$ cat src/verilog/unused_placeholder_never.sv
`timescale 1ns/1ns
`default_nettype none
`default_nettype wire

$ cat src/verilog/tla_pkg.sv
// Overview of operation
// - Shared pin is event output when select zero
// - Mask bit set keeps event output released
// - Compare readings to limits at conversion end
// - Any flag except busy/open pulls output low
// - Comparator mode releases once condition clears
// - Comparator bit selects mode; resets to interrupt
// - Interrupt mode status read sets mask bit
// - Flags except busy clear on read, reset next conversion
// - Interrupt mode status read releases output
// - Alerting device acks and sends own address
// - Watch data line for arbitration loss
// - Full address sent: release output, set mask
// - Alert response only with alert-config bit low
// - Mask and alert-config bits zero after reset
// - Slave only: clock input, no stretching
// - Fixed slave address 1001100
// - Temperatures read-only, limits read-write
// - Remote temperature 11-bit left-justified in 16
// - Open flag alone never asserts output
`default_nettype none
package tla_pkg;
   localparam logic [6:0] OWN_ADDR = 7'h4C;
   localparam logic [6:0] ARA_ADDR = 7'h0C;
   localparam int ST_BUSY = 7;
   localparam int ST_LHIGH = 6;
   localparam int ST_RHIGH = 4;
   localparam int ST_RLOW = 3;
   localparam int ST_OPEN = 2;
   localparam int ST_RCRIT = 1;
   localparam logic [7:0] ALERT_SRC = 8'h5A;
   localparam logic [7:0] STATUS_RST = 8'h00;
   localparam int REM_HI = 15;
   localparam int REM_LO = 5;
   localparam int REM_BYTE_LO = 8;
   localparam logic [2:0] BIT_LAST = 3'h7;
   localparam logic [1:0] SYNC_RST = 2'h3;
   localparam int SYNC_W = 2;
   localparam int SCL_IDX = 1;
   localparam int SDA_IDX = 0;
   typedef enum logic [2:0] {
      ST_IDLE = 3'h0,
      ST_ADDR = 3'h1,
      ST_ACK = 3'h3,
      ST_TX = 3'h2,
      ST_MACK = 3'h6,
      ST_RX = 3'h7
   } tla_state_t;
endpackage
`default_nettype wire

$ cat src/verilog/tla_sync.sv
`timescale 1ns/1ns
`default_nettype none
module tla_sync
(
   input wire logic sys_clk,
   input wire logic rst_n,
   input wire logic [tla_pkg::SYNC_W-1:0] async_in,
   output logic [tla_pkg::SYNC_W-1:0] sync_out
);
   genvar i;
   generate
      for (i = 0; i < tla_pkg::SYNC_W; i++)
      begin : g_bit
         logic stage1_reg;
         logic stage2_reg;
         always_ff @(posedge sys_clk)
         begin
            if (!rst_n)
            begin
               stage1_reg <= tla_pkg::SYNC_RST[i];
               stage2_reg <= tla_pkg::SYNC_RST[i];
            end
            else
            begin
               stage1_reg <= async_in[i];
               stage2_reg <= stage1_reg;
            end
         end
         assign sync_out[i] = stage2_reg;
      end
   endgenerate
endmodule
`default_nettype wire

$ cat src/verilog/tla_alert.sv
`timescale 1ns/1ns
`default_nettype none
module tla_alert
(
   input wire logic sys_clk,
   input wire logic rst_n,
   input wire logic conv_done,
   input wire logic [7:0] local_temp,
   input wire logic [15:0] remote_temp,
   input wire logic [7:0] local_high_limit,
   input wire logic [15:0] remote_high_limit,
   input wire logic [15:0] remote_low_limit,
   input wire logic [7:0] critical_limit,
   input wire logic busy_in,
   input wire logic diode_open_in,
   input wire logic pin_function_select,
   input wire logic comparator_mode,
   input wire logic alert_config,
   input wire logic mask_wr,
   input wire logic mask_wdata,
   input wire logic status_rd,
   output logic event_mask_bit,
   output logic [7:0] status_flags,
   output logic alert_o,
   output logic alert_oe_n,
   input wire logic smb_clk,
   input wire logic smb_dat_i,
   output logic smb_dat_o,
   output logic smb_dat_oe_n
);
   logic [1:0] pins_sync;
   logic scl_prev_reg;
   logic sda_prev_reg;
   logic scl;
   logic sda;
   logic scl_rise;
   logic scl_fall;
   logic start_det;
   logic stop_det;
   tla_pkg::tla_state_t state_reg;
   tla_pkg::tla_state_t state_next;
   logic [2:0] cnt_reg;
   logic [2:0] cnt_next;
   logic [7:0] shift_reg;
   logic [7:0] shift_next;
   logic phase_reg;
   logic phase_next;
   logic rw_reg;
   logic rw_next;
   logic ara_reg;
   logic ara_next;
   logic dat_oe_n_reg;
   logic dat_oe_n_next;
   logic ara_done;
   logic smb_status_rd;
   logic [7:0] status_reg;
   logic [7:0] status_next;
   logic mask_reg;
   logic mask_next;
   logic cmp_hit_reg;
   logic cmp_hit_next;
   logic alert_oe_n_reg;
   logic alert_oe_n_next;
   logic lhigh_hit;
   logic rhigh_hit;
   logic rlow_hit;
   logic rcrit_hit;
   logic any_hit;
   logic flagged;
   logic asserting;
   logic rd_any;

   tla_sync u_sync
   (
      .sys_clk(sys_clk),
      .rst_n(rst_n),
      .async_in({smb_clk, smb_dat_i}),
      .sync_out(pins_sync)
   );

   assign scl = pins_sync[tla_pkg::SCL_IDX];
   assign sda = pins_sync[tla_pkg::SDA_IDX];
   assign scl_rise = scl && !scl_prev_reg;
   assign scl_fall = !scl && scl_prev_reg;
   assign start_det = scl && scl_prev_reg && sda_prev_reg && !sda;
   assign stop_det = scl && scl_prev_reg && !sda_prev_reg && sda;

   // Limit comparisons on signed readings; remote high/low use the 11 justified bits, critical uses the upper 8
   // Readings are inputs only; nothing here can write them
   assign lhigh_hit = $signed(local_temp) > $signed(local_high_limit);
   assign rhigh_hit = $signed(remote_temp[tla_pkg::REM_HI:tla_pkg::REM_LO])
      > $signed(remote_high_limit[tla_pkg::REM_HI:tla_pkg::REM_LO]);
   assign rlow_hit = $signed(remote_temp[tla_pkg::REM_HI:tla_pkg::REM_LO])
      < $signed(remote_low_limit[tla_pkg::REM_HI:tla_pkg::REM_LO]);
   assign rcrit_hit = $signed(remote_temp[tla_pkg::REM_HI:tla_pkg::REM_BYTE_LO])
      > $signed(critical_limit);
   assign any_hit = lhigh_hit || rhigh_hit || rlow_hit || rcrit_hit;
   assign flagged = |(status_reg & tla_pkg::ALERT_SRC);
   assign asserting = comparator_mode ? cmp_hit_reg : flagged;
   assign rd_any = status_rd || smb_status_rd;

   // Serial slave: address match, alert response, status byte reads
   always_comb
   begin
      state_next = state_reg;
      cnt_next = cnt_reg;
      shift_next = shift_reg;
      phase_next = phase_reg;
      rw_next = rw_reg;
      ara_next = ara_reg;
      ara_done = 1'b0;
      smb_status_rd = 1'b0;
      if (start_det)
      begin
         state_next = tla_pkg::ST_ADDR;
         cnt_next = 3'h0;
         ara_next = 1'b0;
      end
      else if (stop_det)
         state_next = tla_pkg::ST_IDLE;
      else
      begin
         unique case (state_reg)
            tla_pkg::ST_IDLE:
               state_next = tla_pkg::ST_IDLE;
            tla_pkg::ST_ADDR, tla_pkg::ST_RX:
               if (scl_rise)
               begin
                  shift_next = {shift_reg[6:0], sda};
                  cnt_next = cnt_reg + 3'h1;
                  phase_next = 1'b0;
                  if (cnt_reg == tla_pkg::BIT_LAST)
                  begin
                     state_next = tla_pkg::ST_ACK;
                     if (state_reg == tla_pkg::ST_ADDR)
                     begin
                        rw_next = sda;
                        if (shift_reg[6:0] == tla_pkg::OWN_ADDR)
                           ara_next = 1'b0;
                        else if (shift_reg[6:0] == tla_pkg::ARA_ADDR && sda && asserting
                           && !mask_reg && !alert_config)
                           ara_next = 1'b1;
                        else
                           state_next = tla_pkg::ST_IDLE;
                     end
                  end
               end
            tla_pkg::ST_ACK:
               if (scl_fall)
               begin
                  phase_next = 1'b1;
                  if (phase_reg)
                  begin
                     cnt_next = 3'h0;
                     state_next = rw_reg ? tla_pkg::ST_TX : tla_pkg::ST_RX;
                     if (rw_reg)
                     begin
                        shift_next = ara_reg ? {tla_pkg::OWN_ADDR, 1'b0} : status_reg;
                        smb_status_rd = !ara_reg;
                     end
                  end
               end
            tla_pkg::ST_TX:
               if (scl_rise && shift_reg[7] && !sda)
                  state_next = tla_pkg::ST_IDLE;
               else if (scl_rise && ara_reg && cnt_reg == tla_pkg::BIT_LAST)
                  ara_done = 1'b1;
               else if (scl_fall)
               begin
                  shift_next = {shift_reg[6:0], 1'b1};
                  cnt_next = cnt_reg + 3'h1;
                  phase_next = 1'b0;
                  if (cnt_reg == tla_pkg::BIT_LAST)
                     state_next = tla_pkg::ST_MACK;
               end
            tla_pkg::ST_MACK:
               if (scl_rise)
                  phase_next = !sda;
               else if (scl_fall)
               begin
                  if (phase_reg && !ara_reg)
                  begin
                     state_next = tla_pkg::ST_TX;
                     shift_next = status_reg;
                     smb_status_rd = 1'b1;
                  end
                  else
                     state_next = tla_pkg::ST_IDLE;
               end
            default:
               state_next = tla_pkg::ST_IDLE;
         endcase
      end
      // Only the data line is ever driven, and only low; the clock is never held
      dat_oe_n_next = !((state_next == tla_pkg::ST_ACK && phase_next)
         || (state_next == tla_pkg::ST_TX && !shift_next[7]));
   end

   always_ff @(posedge sys_clk)
   begin
      if (!rst_n)
      begin
         scl_prev_reg <= 1'b1;
         sda_prev_reg <= 1'b1;
         state_reg <= tla_pkg::ST_IDLE;
         cnt_reg <= 3'h0;
         shift_reg <= 8'h00;
         phase_reg <= 1'b0;
         rw_reg <= 1'b0;
         ara_reg <= 1'b0;
         dat_oe_n_reg <= 1'b1;
      end
      else
      begin
         scl_prev_reg <= scl;
         sda_prev_reg <= sda;
         state_reg <= state_next;
         cnt_reg <= cnt_next;
         shift_reg <= shift_next;
         phase_reg <= phase_next;
         rw_reg <= rw_next;
         ara_reg <= ara_next;
         dat_oe_n_reg <= dat_oe_n_next;
      end
   end

   // Status flags, mask bit, comparator result and event pin
   always_comb
   begin
      status_next = status_reg;
      if (rd_any)
         status_next = status_clr(status_reg);
      if (conv_done)
      begin
         status_next[tla_pkg::ST_LHIGH] = status_next[tla_pkg::ST_LHIGH] | lhigh_hit;
         status_next[tla_pkg::ST_RHIGH] = status_next[tla_pkg::ST_RHIGH] | rhigh_hit;
         status_next[tla_pkg::ST_RLOW] = status_next[tla_pkg::ST_RLOW] | rlow_hit;
         status_next[tla_pkg::ST_RCRIT] = status_next[tla_pkg::ST_RCRIT] | rcrit_hit;
         status_next[tla_pkg::ST_OPEN] = status_next[tla_pkg::ST_OPEN] | diode_open_in;
      end
      status_next[tla_pkg::ST_BUSY] = busy_in;
      mask_next = mask_reg;
      if (mask_wr)
         mask_next = mask_wdata;
      if ((rd_any && !comparator_mode && flagged) || ara_done)
         mask_next = 1'b1;
      cmp_hit_next = conv_done ? any_hit : cmp_hit_reg;
      alert_oe_n_next = !(!pin_function_select && !mask_next && asserting
         && !(rd_any && !comparator_mode));
   end

   function automatic logic [7:0] status_clr(input logic [7:0] s);
      status_clr = s & (8'h01 << tla_pkg::ST_BUSY);
   endfunction

   always_ff @(posedge sys_clk)
   begin
      if (!rst_n)
      begin
         status_reg <= tla_pkg::STATUS_RST;
         mask_reg <= 1'b0;
         cmp_hit_reg <= 1'b0;
         alert_oe_n_reg <= 1'b1;
      end
      else
      begin
         status_reg <= status_next;
         mask_reg <= mask_next;
         cmp_hit_reg <= cmp_hit_next;
         alert_oe_n_reg <= alert_oe_n_next;
      end
   end

   assign event_mask_bit = mask_reg;
   assign status_flags = status_reg;
   assign alert_o = 1'b0;
   assign alert_oe_n = alert_oe_n_reg;
   assign smb_dat_o = 1'b0;
   assign smb_dat_oe_n = dat_oe_n_reg;

   mask_release_a: assert property (@(posedge sys_clk) disable iff (!rst_n)
      (mask_reg || $past(pin_function_select)) |-> alert_oe_n)
      else $error("event pin driven while masked or deselected");
   flag_clear_a: assert property (@(posedge sys_clk) disable iff (!rst_n)
      (status_rd && !conv_done) |=> (status_reg & tla_pkg::ALERT_SRC) == 8'h00)
      else $error("flags survived a status read");
   flag_set_a: assert property (@(posedge sys_clk) disable iff (!rst_n)
      (conv_done && rcrit_hit) |=> status_reg[tla_pkg::ST_RCRIT])
      else $error("critical flag not set after conversion");
   irq_mask_a: assert property (@(posedge sys_clk) disable iff (!rst_n)
      (status_rd && !comparator_mode && flagged) |=> mask_reg)
      else $error("status read did not set mask");
   open_only_a: assert property (@(posedge sys_clk) disable iff (!rst_n)
      (!comparator_mode && !flagged) |=> alert_oe_n)
      else $error("event pin driven with no limit flag");
   ara_mask_a: assert property (@(posedge sys_clk) disable iff (!rst_n)
      ara_done |=> (mask_reg && alert_oe_n))
      else $error("alert response did not release the pin");
   idle_release_a: assert property (@(posedge sys_clk) disable iff (!rst_n)
      (state_reg == tla_pkg::ST_IDLE && !start_det) |=> smb_dat_oe_n)
      else $error("data line driven while idle");
   cmp_hold_a: assert property (@(posedge sys_clk) disable iff (!rst_n)
      !conv_done |=> $stable(cmp_hit_reg))
      else $error("comparator result changed between conversions");
endmodule
`default_nettype wire

$ cat config.mk
export PLATFORM = sky130hd
export DESIGN_NAME = tla_alert
export DESIGN_NICKNAME = d
export VERILOG_FILES = /design/src/verilog/unused_placeholder_never.sv /design/src/verilog/tla_pkg.sv /design/src/verilog/tla_sync.sv /design/src/verilog/tla_alert.sv
export SDC_FILE = /design/constraint.sdc
export NUM_CORES = 1
export LEC_CHECK = 0
export BUFFER_PORTS_ARGS = -buffer_cell sky130_fd_sc_hd__buf_4
export CAP_MARGIN = 10
export CORE_MARGIN = 8
export CORE_UTILIZATION = 45
export DETAILED_ROUTE_END_ITERATION = 7
export GPL_TIMING_DRIVEN = 0
export PLACE_DENSITY = 0.73
export SETUP_SLACK_MARGIN = 0.5
export SYNTH_ARGS = -nofsm -noshare
export SYNTH_HDL_FRONTEND = slang
export SYNTH_SLANG_ARGS = --single-unit
export TNS_END_PERCENT = 50
$ cat constraint.sdc
create_clock -name sys_clk -period 2.9 [get_ports sys_clk]
set_input_delay 0.58 -clock sys_clk [delete_from_list [all_inputs] [get_ports sys_clk]]
set_output_delay 0.58 -clock sys_clk [all_outputs]
set_load 0.005 [all_outputs]
== Word level (Yosys, flattened, before mapping) ==
Cells that the tools add are included.
Widths: inputs -> output; s select.
Storage, ports and cells
  flip-flop bits (word level): 33
  bits of input ports: 85
  output and inout port bits: 13
Cells by class
  add/subtract/negate cells: 1
  magnitude comparators: 4
  eq/ne operators: 20
  multiplexer cells: 70
  bitwise gates (word level): 8
  reductions and logical operators: 53
Operators with widths (number)
  $mux 8: 13
  $mux 3: 19
  $pmux 8 s4: 1
  $mux 1: 27
  $logic_and 1x1->1: 23
  $ne 2x2->1 const B: 10
  $gt 8x8->1: 2
  $logic_not 1->1: 14
  $reduce_and 13->1: 1
  $eq 3x2->1 const B: 4
  $pmux 3 s4: 1
  $reduce_and 6->1: 2
  $gt 11x11->1: 1
  $lt 11x11->1: 1
  $eq 3x3->1 const B: 3
  $pmux 3 s3: 1
  $mux 2: 4
  $reduce_and 8->1: 1
  $eq 7x4->1 const B: 1
  $eq 7x7->1 const B: 1
  $mux 7: 1
  $logic_or 1x1->1: 6
  $or 1x1->1: 5
  $mux 4: 1
  other kinds (10): 13

== Depth between registers and ports, before layout ==
Gate-level depths: netlist of run 1.
  depth after elaboration: 18
  depth in mapped cells: 9
  mapped depth without buffers: 9

== Modules after synthesis ==
Synthesis of run 1 repeated with hierarchy kept, for this count alone.
Second synthesis, totals
  cell total of the unflattened synthesis: 349
  area total of the unflattened synthesis: 2801.4 um^2
Modules (own cells, without submodules)
  tla_alert: instances 1, cells each 339, area an instance 2681.3 um^2
  tla_sync: instances 1, cells each 10, area an instance 120.1 um^2

== Worst setup path after synthesis of run 1 ==
Ideal clock, no wire load.
  path kind: input-to-reg
  start point: input port remote_low_limit[11]
  end point: register cmp_hit_reg
  data arrival time: 1.966 ns
  required time: 2.780 ns
  setup slack: 0.815 ns
  stages on the path: 8
  cell sequence: inv_1 > ha_1 > nand2_1 > or3_1 > o211ai_1 > a31oi_1 > o31a_1 > o31a_1
Between the ends
  cells in the longest elaborated chain, start to end: 3
Ends and longest elaborated chain
  start: declaration: line tla_alert.sv:12  | input wire logic [15:0] remote_low_limit,
  $lt 11x11->1: line tla_alert.sv:94  | < $signed(remote_low_limit[tla_pkg::REM_HI:tla_pkg::REM_LO]);
  $logic_or 1x1->1 (2 in series): line tla_alert.sv:97  | assign any_hit = lhigh_hit || rhigh_hit || rlow_hit || rcrit_hit;
  end signal: assignment: line tla_alert.sv:269  | cmp_hit_reg <= cmp_hit_next;
  end: declaration: line tla_alert.sv:60  | logic cmp_hit_reg;
No other way between the ends.
A chain may end at the register's enable or synchronous reset.

== Worst setup path after layout of run 1 ==
  start point: register cnt_reg[0]
  end point: register shift_reg[6]
Between the ends
  cells in the longest elaborated chain, start to end: 4
Ends and longest elaborated chain
  start: declaration: line tla_alert.sv:42  | logic [2:0] cnt_reg;
  start signal: assignment: line tla_alert.sv:218  | cnt_reg <= cnt_next;
  $eq 3x3->1: line tla_alert.sv:166  | else if (scl_rise && ara_reg && cnt_reg == tla_pkg::BIT_LAST)
  $logic_and 1x1->1: line tla_alert.sv:166
  $ne 2x2->1 (no line)
  $reduce_and 13->1 (no line)
  end signal: assignment: line tla_alert.sv:219  | shift_reg <= shift_next;
  end: declaration: line tla_alert.sv:44  | logic [7:0] shift_reg;
No other way between the ends.

==> results of run 1 <==
## worst paths after layout
path / to / slack [ns] / cells after the start
max reg2reg: shift_reg[6] / 0.72 / 9
max: shift_reg[6] / 0.72 / 9
min: u_sync.g_bit[1].stage2_reg / 0.42 / 1
min reg2reg: u_sync.g_bit[1].stage2_reg / 0.42 / 1
## cell families (layout without fill, tap and decap cells)
group | Yosys count | count (layout) | share of synthesized area [%]
simple gates | 121 | 121 | 24.1
compound gates | 93 | 93 | 22.5
buf+inv | 59 | 145 | 9.72
fa+ha+maj | 39 | 39 | 17.6
flops | 33 | 33 | 23.8
mux | 4 | 4 | 1.67
xor+xnor | 2 | 2 | 0.630
other cells | 1 | 4 | 0.135
## where the power goes
part	leakage, nW	switching [W]	internal (W)
combinational	1.37	0.000133	0.000158
sequential	0.269	0.0000122	0.000467
clock	0.0543	0.000197	0.000257
## per-stage QoR
step	hold WS (ns)	setup slack [ns]	instance area [µm²]	total power (W)
floorplan	0.386	0.815	2790	0.000643
global placement	0.389	0.570	3470	0.000771
detailed placement	0.402	0.568	3470	0.000779
CTS	0.420	0.757	3590	0.00123
global route	0.434	0.586	3590	0.00129
finish	0.419	0.723	3590	0.00122
## area by class of cell
cell class / instances / area [µm²] / share of cell area (%)
tap: 75 / 93.8 / 2.62
multi-input combinational: 263 / 1860 / 51.9
clock buffer: 5 / 68.8 / 1.92
timing repair buffer: 78 / 586 / 16.3
buffer: 17 / 113 / 3.14
sequential: 33 / 661 / 18.4
clock inverter: 3 / 46.3 / 1.29
inverter: 42 / 158 / 4.40
## per-layer routing
metal	vias to the layer above	wire length [µm]
met5	-	0
met4	0	106
met3	10	801
met2	106	3620
met1	1304	3370
li1	1410	-
## cell usage in the layout (no fill, tap or decap), types with 11 or more instances in the layout
cell type and n:
nand2b_1 18, dfxtp_1 33, nor2_1 20, nand2_1 30, a21oi_1 25, inv_1 41, o21ai_0 19, buf_4 85
a31oi_1 11, ha_1 39
==> results.json, run 1 <==
{
  "status": "finished clean",
  "startpoint_type": "register",
  "cts_hold_buf": 0,
  "synth_cells": 352,
  "power_leakage_nw": 1.69,
  "cp_top_family": "compound AO/OA/AOI/OAI gates",
  "synth_cell_types": 60,
  "grt_pass1_wl_um": 13200,
  "core_area_um2": 5960,
  "required_ns": 3.07,
  "place_hpwl_um": 6500,
  "cp_num_buf_inv": 0,
  "num-nets-final": 564,
  "rsz0062_at_grt": "false",
  "async_flop_share_pct": 0,
  "critPathMaxFanout": 7,
  "drive_gt1_share_pct": 26.3,
  "ant_nets": 0,
  "clock_path_buffers": 2,
  "path_cells": "ha_1 -> ha_1 -> nor2b_1 -> nand4_1 -> a21oi_1 -> a41oi_2 -> nand4_2 -> a222oi_1 -> nor2_1",
  "crit_slowest_cell": "a222oi_1",
  "yosysWarningCount": 0,
  "ys_seq_area_share_pct": 23.8,
  "power.density_nw_per_um2": 341,
  "min_from": "u_sync.g_bit[1].stage1_reg",
  "clk_pin_slew_ns": 0.08,
  "grt_antenna_before_repair": 0,
  "grtUsageMet1_pct": 21.9,
  "dp_cells": 508,
  "ys_seq_elements": 33,
  "met3_usage_pct": 8.02,
  "place.port_buffers": 78,
  "clk_latency_ns": 0.30,
  "initial_utilization_pct": 46.7,
  "numCtsBuffers": 5,
  "critPathArrivalTime_ns": 2.35,
  "crit_type": "register to register",
  "cp-end-kind": "register",
  "grt_usage_pct": 18.2,
  "cts_tree": "yes",
  "period_share_pct": 75.1,
  "layout_min_cycle_time_ns": 2.18,
  "ys_top_cells_by_area": "dfxtp_1 24%, ha_1 18%, inv_1 5.5%, a21oi_1 4.5%, nand2_1 4.1%",
  "grt_pass1_vias": 2839,
  "grt_max_degree": 13,
  "max-vdd-ir-drop_mv": 0.277,
  "area_growth_pct": 29.0,
  "via_count": 2830,
  "cts-resized-gates": 0,
  "cts.sinks": 33,
  "diodes": 0,
  "drtIter0Drc": 159,
  "maxCapViolCount": 0,
  "yosysMostFrequentCell": "inv_1",
  "hp-class": "register to register",
  "drc": 0,
  "cp_common_cell": "ha_1",
  "critical_path.startpoint": "cnt_reg[0]",
  "fin_setup_tns_ns": 0,
  "die_h_um": 94.6,
  "syn-cell-area_um2": 2780,
  "largest_reg_flops": 8,
  "die_area_um2": 8950,
  "synth-edff-count": 0,
  "vias_per_cell": 5.48,
  "n_fill_cell": 565,
  "cts_setup_buffers": 0,
  "overflow": 0,
  "synth_common_cells": "41 x inv_1, 39 x ha_1, 33 x dfxtp_1",
  "dieWidth_um": 94.6,
  "slew_violations": 0,
  "fin_util_pct": 60.2,
  "tightest_slew_ns": 0.521,
  "ioPinCount": 98,
  "r2r-start": "cnt_reg[0]",
  "max_stage_delay_ns": 0.40,
  "fmax_mhz": 459,
  "hold_viol": 0,
  "syn_area_per_cell_um2": 7.90,
  "wire_per_inst_um": 15.3,
  "setup_viol_count_final": 0,
  "synth-main-ff-cell": "dfxtp_1",
  "synth_top_area_share_pct": 23.8,
  "wl_um": 7900,
  "fin_skew_ns": 0.00478,
  "use_met2_pct": 29.0,
  "slew_headroom_pct": 65.3,
  "dr.pass1.iters": 6,
  "htreeDepth": 2,
  "clockRootBuffer": "clkbuf_8",
  "stdcell_count": 516,
  "yosysTopAreaCell": "dfxtp_1",
  "place_congestion": 0.890,
  "grt_busiest_layer": "met2",
  "rows": 28
}
Note: power is estimated with default switching activity, not from simulation.
==> run 2: changes to the inputs <==
--- a/config.mk
+++ b/config.mk
@@ -11,7 +11,7 @@
 export CORE_UTILIZATION = 45
 export DETAILED_ROUTE_END_ITERATION = 7
 export GPL_TIMING_DRIVEN = 0
-export PLACE_DENSITY = 0.73
+export PLACE_DENSITY = 0.76
 export SETUP_SLACK_MARGIN = 0.5
 export SYNTH_ARGS = -nofsm -noshare
 export SYNTH_HDL_FRONTEND = slang
==> constraint.sdc (replaced) <==
create_clock -name sys_clk -period 1.85 [get_ports sys_clk]
set_input_delay 0.37 -clock sys_clk [delete_from_list [all_inputs] [get_ports sys_clk]]
set_output_delay 0.37 -clock sys_clk [all_outputs]
set_load 0.005 [all_outputs]
==> run 2 against run 1 <==
Net effect:
- the run now ends with setup timing left
- via count up 2.8%
- power grew 60%
- count of clock-buffer cells in the layout rose by 2
- routed wire length is 2.1% higher
- sequential power grew 57%
- clock power is 55% higher
- critical endpoint unchanged
- largest cell class unchanged
- largest power group unchanged
- highest routed layer unchanged
==> results.json, run 2 (synthesis gave the netlist of run 1 again) <==
{
  "maxCapViolCount": 0,
  "p_seq_share_pct": 38.3,
  "die_area_um2": 8950,
  "r2r-start": "cnt_reg[0]",
  "required_ns": 2.01,
  "switchingPower_w": 0.000511,
  "violations": "setup timing",
  "pwr-share-comb_pct": 25.8,
  "status": "finished, violations left",
  "grt_usage_pct": 18.3,
  "critPathArrivalTime_ns": 2.10,
  "fin_skew_ns": 0.0135,
  "switching_share_pct": 26.0,
  "rsz0062_at_grt": "true",
  "layout_min_cycle_time_ns": 1.95,
  "crit_type": "register to register",
  "grt_pass1_wl_um": 13400,
  "final_cell_mix": "86 x buf_4, 35 x inv_1, 31 x ha_1",
  "slew_violations": 0,
  "num-nets-final": 579,
  "ant_nets": 0,
  "critical_path.startpoint": "cnt_reg[0]",
  "n_fill_cell": 495,
  "wire_per_inst_um": 15.2,
  "clk_pin_slew_ns": 0.07,
  "period_share_pct": 105,
  "r2r-end": "shift_reg[6]",
  "cts_tree": "yes",
  "dpl_cell_area_um2": 3600,
  "cp-end-kind": "register",
  "cts.sinks": 33,
  "clock_path_buffers": 2,
  "area_growth_pct": 44.0,
  "numCtsBuffers": 5,
  "crit_path_end": "shift_reg[6]",
  "fmax_mhz": 514,
  "place_congestion": 0.922,
  "path_cells": "ha_4 -> ha_4 -> nor2b_4 -> nand4_1 -> a21oi_2 -> a41oi_2 -> nand4_4 -> a222oi_1 -> nor2_1",
  "stdcell_count": 531,
  "setup_viol_count_final": 10,
  "power_leakage_nw": 1.80,
  "grt_antenna_before_repair": 0,
  "max-vdd-ir-drop_mv": 0.302,
  "initial_utilization_pct": 46.7,
  "ioPinCount": 98,
  "r2r_cells": 9,
  "grt_pass1_vias": 3030,
  "core_area_um2": 5960,
  "fin_util_pct": 67.2,
  "clockRootBuffer": "clkbuf_8",
  "place_hpwl_um": 6260,
  "cp_common_cell": "ha_4",
  "via_count": 2909,
  "dieWidth_um": 94.6,
  "overflow": 0,
  "clock_power_share_pct": 35.9,
  "r2r_setup_slack_ns": -0.1,
  "crit_slowest_cell": "a222oi_1",
  "critPathMaxFanout": 5,
  "internal_power_w": 0.00145,
  "diodes": 0,
  "hp-class": "input port to register",
  "dp_cells": 508,
  "cts_hold_buf": 0,
  "final_common_cell": "buf_4",
  "largest_reg_flops": 8,
  "finalWorstSetupSlack_ns": -0.0952,
  "drc": 0,
  "wl_um": 8060,
  "place.port_buffers": 78,
  "drive_gt1_share_pct": 36.4,
  "power.density_nw_per_um2": 490,
  "drtIter0Drc": 166,
  "rows": 28,
  "die_h_um": 94.6,
  "fin_area_um2": 4000,
  "vias_per_cell": 5.48,
  "clk_latency_ns": 0.29,
  "grt_max_degree": 11,
  "dr.pass1.iters": 5,
  "startpoint_type": "register",
  "hold_viol": 0,
  "htreeDepth": 2,
  "max_stage_delay_ns": 0.36
}
-- run 2: what timing repair did --
item / CTS / global route
pin swaps: 22 / 12
endpoints found under the setup margin: 26 / 26
setup buffers: 12 / 3
gates resized for setup: 32 / 13
-- run 2: metrics by stage --
| step | setup slack [ns] | hold slack [ns] | TNS, ns | power, W |
|---|---|---|---|---|
| 6_report | -0.0952 | 0.271 | -0.637 | 0.00196 |
| 5_1_grt | -0.223 | 0.266 | -2.03 | 0.00207 |
| 4_1_cts | -0.0614 | 0.268 | -0.177 | 0.00196 |
| 3_5_place_dp | -0.269 | 0.395 | -1.22 | 0.00124 |
| 3_3_place_gp | -0.269 | 0.390 | -1.18 | 0.00122 |
| 2_1_floorplan | 0.0271 | 0.386 | 0 | 0.00102 |
-- run 2: metal layers --
metal | track usage, % | vias up | share of wire, %
li1 | - | 1440 | -
met1 | 20.0 | 1320 | 39
met2 | 32.9 | 132 | 51
met3 | 4.92 | 17 | 7.5
met4 | 7.15 | 0 | 2.2
met5 | 0 | - | 0
-- run 2: layout make-up --
cell class	instances	area [µm²]	area share (%)
Buffer	17	125	3.13
Clock buffer	7	86.3	2.16
Clock inverter	1	30.0	0.750
Inverter	42	180	4.50
Multi-Input combinational cell	263	2060	51.6
Sequential cell	33	669	16.7
Tap cell	75	93.8	2.34
Timing Repair Buffer	93	754	18.8
-- run 2: worst min path at each step --
stage | from | to | slack [ns] | cells past startpoint
after detailed placement | u_sync.g_bit[0].stage1_reg | u_sync.g_bit[0].stage2_reg | 0.39 | 1
after global placement | u_sync.g_bit[1].stage1_reg | u_sync.g_bit[1].stage2_reg | 0.39 | 1
final | smb_clk | u_sync.g_bit[1].stage1_reg | 0.27 | 2
after floorplan | u_sync.g_bit[0].stage1_reg | u_sync.g_bit[0].stage2_reg | 0.39 | 1
after global routing | smb_clk | u_sync.g_bit[1].stage1_reg | 0.27 | 2
after CTS | smb_clk | u_sync.g_bit[1].stage1_reg | 0.27 | 2
-- run 2: power by group through the flow --
stage / sequential (W) / clock [W] / combinational, W
after floorplan: 0.000763 / 0 / 0.000257
after global placement: 0.000767 / 0 / 0.000457
after detailed placement: 0.000767 / 0 / 0.000469
after CTS: 0.000751 / 0.000709 / 0.000502
after global routing: 0.000755 / 0.000749 / 0.000567
final: 0.000752 / 0.000705 / 0.000506
-- run 2: worst max-delay path: cells and delay by family (launching register included) --
family	cells	cell delay [ns]
AOI/OAI and AO/OA	3	0.68
adders and majority gates	2	0.32
DFF	1	0.34
and+or+nand+nor	4	0.48
==> run 3: changes to the inputs <==
--- a/config.mk
+++ b/config.mk
@@ -7,11 +7,12 @@
 export LEC_CHECK = 0
 export BUFFER_PORTS_ARGS = -buffer_cell sky130_fd_sc_hd__buf_4
 export CAP_MARGIN = 10
-export CORE_MARGIN = 8
+export CORE_ASPECT_RATIO = 0.8
 export CORE_UTILIZATION = 45
 export DETAILED_ROUTE_END_ITERATION = 7
 export GPL_TIMING_DRIVEN = 0
 export PLACE_DENSITY = 0.76
+export RECOVER_POWER = 100
 export SETUP_SLACK_MARGIN = 0.5
 export SYNTH_ARGS = -nofsm -noshare
 export SYNTH_HDL_FRONTEND = slang
==> run 3 against run 2 <==
Net effect:
- sequential power rose by 0.5%
- critical path type unchanged
- clock power fell by 5.8%
- global-route usage is 6.8 points higher
- design area increased by 1.3%
- critical path depth stayed put
- via count increased by 0.93%
- the run still ends with setup timing left
- clock skew is 0.010 ns lower
==> results.json, run 3 (synthesis gave the netlist of run 1 again) <==
{
  "hp-class": "input port to register",
  "diodes": 0,
  "clk_pin_slew_ns": 0.07,
  "required_ns": 2.02,
  "dr_wl_met2_um": 3500,
  "clockRootBuffer": "clkbuf_8",
  "finalWorstSetupSlack_ns": -0.137,
  "core_area_um2": 5940,
  "layout_min_cycle_time_ns": 1.99,
  "grt_pass1_vias": 2805,
  "initial_utilization_pct": 46.8,
  "place.port_buffers": 78,
  "crit_type": "register to register",
  "met3WireLength_um": 658,
  "critPathArrivalTime_ns": 2.15,
  "place_congestion": 0.877,
  "power_leakage_nw": 1.83,
  "crit_slowest_cell": "a222oi_1",
  "grt_pass1_wl_um": 13200,
  "violations": "setup timing",
  "rsz0062_at_grt": "true",
  "dr.pass1.iters": 6,
  "period_share_pct": 107,
  "maxCapViolCount": 0,
  "power.density_nw_per_um2": 484,
  "fin_area_um2": 4060,
  "status": "finished, violations left",
  "top_layer_used": "met4",
  "p_seq_share_pct": 38.5,
  "drive_gt1_share_pct": 37.4,
  "via_count": 2936,
  "grt_max_degree": 11,
  "grt_antenna_before_repair": 0,
  "cts.sinks": 33,
  "pwr-share-comb_pct": 27.7,
  "fmax_mhz": 503,
  "critPathMaxFanout": 6,
  "area_growth_pct": 45.9,
  "cp_common_cell": "ha_4",
  "rows": 25,
  "cp-end-kind": "register",
  "slew_headroom_pct": 64.5,
  "cts_hold_buf": 0,
  "ioPinCount": 98,
  "max-vdd-ir-drop_mv": 0.371,
  "switchingPower_w": 0.000536,
  "htreeDepth": 2,
  "slew_violations": 0,
  "numCtsBuffers": 5,
  "largest_reg_flops": 8,
  "r2r_cells": 9,
  "hold_path_end": "u_sync.g_bit[1].stage1_reg",
  "wl_um": 8080,
  "max_stage_delay_ns": 0.37,
  "place_hpwl_um": 6150,
  "die_area_um2": 6500,
  "r2r-start": "cnt_reg[1]",
  "tightest_slew_ns": 0.532,
  "min_from": "smb_clk",
  "r2r-end": "shift_reg[1]",
  "fin_skew_ns": 0.00310,
  "dieWidth_um": 89.9,
  "setup_viol_count_final": 8,
  "path_cells": "ha_4 -> ha_4 -> nor2b_4 -> nand4_1 -> a21oi_2 -> a41oi_2 -> nand4_4 -> a222oi_1 -> nor2_1",
  "hold_viol": 0,
  "startpoint_type": "register",
  "r2r_setup_slack_ns": -0.14,
  "ant_nets": 0,
  "final_cell_mix": "89 x buf_4, 35 x inv_1, 31 x ha_1",
  "grt_usage_pct": 25.1,
  "clock_path_buffers": 2,
  "vias_per_cell": 5.40,
  "internal_power_w": 0.00143,
  "switching_share_pct": 27.3,
  "fin_util_pct": 68.2,
  "die_h_um": 72.3,
  "num-nets-final": 587,
  "drtIter0Drc": 264,
  "wl_met1_um": 3850,
  "dpl_cell_area_um2": 3610,
  "overflow": 0,
  "cts_tree": "yes",
  "final_common_cell": "buf_4",
  "drc": 0,
  "clk_latency_ns": 0.29,
  "holdPathStages": 2,
  "wire_per_inst_um": 14.9,
  "clock_power_share_pct": 33.8
}
-- run 3: changes by cell type in the layout (fill, tap and decap cells not counted), sizes merged --
cell,delta
buf,-2
clkbuf,+8
clkinv,+1
-- run 3: repair_timing --
item | 4_1_cts | 5_1_grt
endpoints found under the setup margin | 26 | 26
pin swaps | 31 | 21
setup buffers | 17 | 6
gates resized for setup | 35 | 16
-- run 3: how the worst max path moves through the flow --
stage | startpoint | end | slack (ns) | cells past startpoint
floorplan | remote_low_limit[9] | cmp_hit_reg | 0.03 | 8
global placement | remote_low_limit[9] | cmp_hit_reg | -0.23 | 9
detailed placement | cnt_reg[1] | shift_reg[6] | -0.26 | 9
CTS | cnt_reg[1] | shift_reg[6] | -0.11 | 9
global route | cnt_reg[1] | shift_reg[1] | -0.24 | 9
finish | cnt_reg[1] | shift_reg[1] | -0.14 | 9
-- run 3: power groups by stage --
stage / Combinational, W / Clock, W / Sequential [W]
floorplan: 0.000257 / 0 / 0.000763
detailed placement: 0.000475 / 0 / 0.000768
global placement: 0.000460 / 0 / 0.000767
CTS: 0.000519 / 0.000665 / 0.000756
global route: 0.000601 / 0.000702 / 0.000758
finish: 0.000543 / 0.000664 / 0.000756
-- run 3: layout make-up --
class                   count  area [µm²]
multi-input cells         263        2060
clock buffers               5        68.8
well taps                  81         101
fillers                   491        1890
clock inverters             2        35.0
flip-flops and latches     33         669
plain buffers              17         131
repair buffers            101         803
inverters                  42         183
-- run 3: routing by layer --
layer,vias up,GRT usage (%)
met3,12,5.66
met5,-,0
li1,1461,-
met2,124,40.3
met1,1339,35.0
met4,0,5.02
-- run 3: worst max-delay path: cells and delay by family (launching register included) --
kind	cells	cell delay, ns
DFF	1	0.34
and+or+nand+nor	4	0.50
AOI/OAI and AO/OA	3	0.69
adders and majority gates	2	0.33
-- run 3: stage by stage --
step / setup TNS (ns) / std cells / power [W] / setup WS [ns] / hold WS (ns)
after detailed placement: -1.52 / 514 / 0.00124 / -0.260 / 0.391
after global placement: -1.20 / 514 / 0.00123 / -0.227 / 0.391
after global routing: -2.26 / 544 / 0.00206 / -0.243 / 0.255
after CTS: -0.393 / 538 / 0.00194 / -0.105 / 0.256
final: -0.896 / 544 / 0.00196 / -0.137 / 0.257
after floorplan: 0 / 355 / 0.00102 / 0.0271 / 0.386
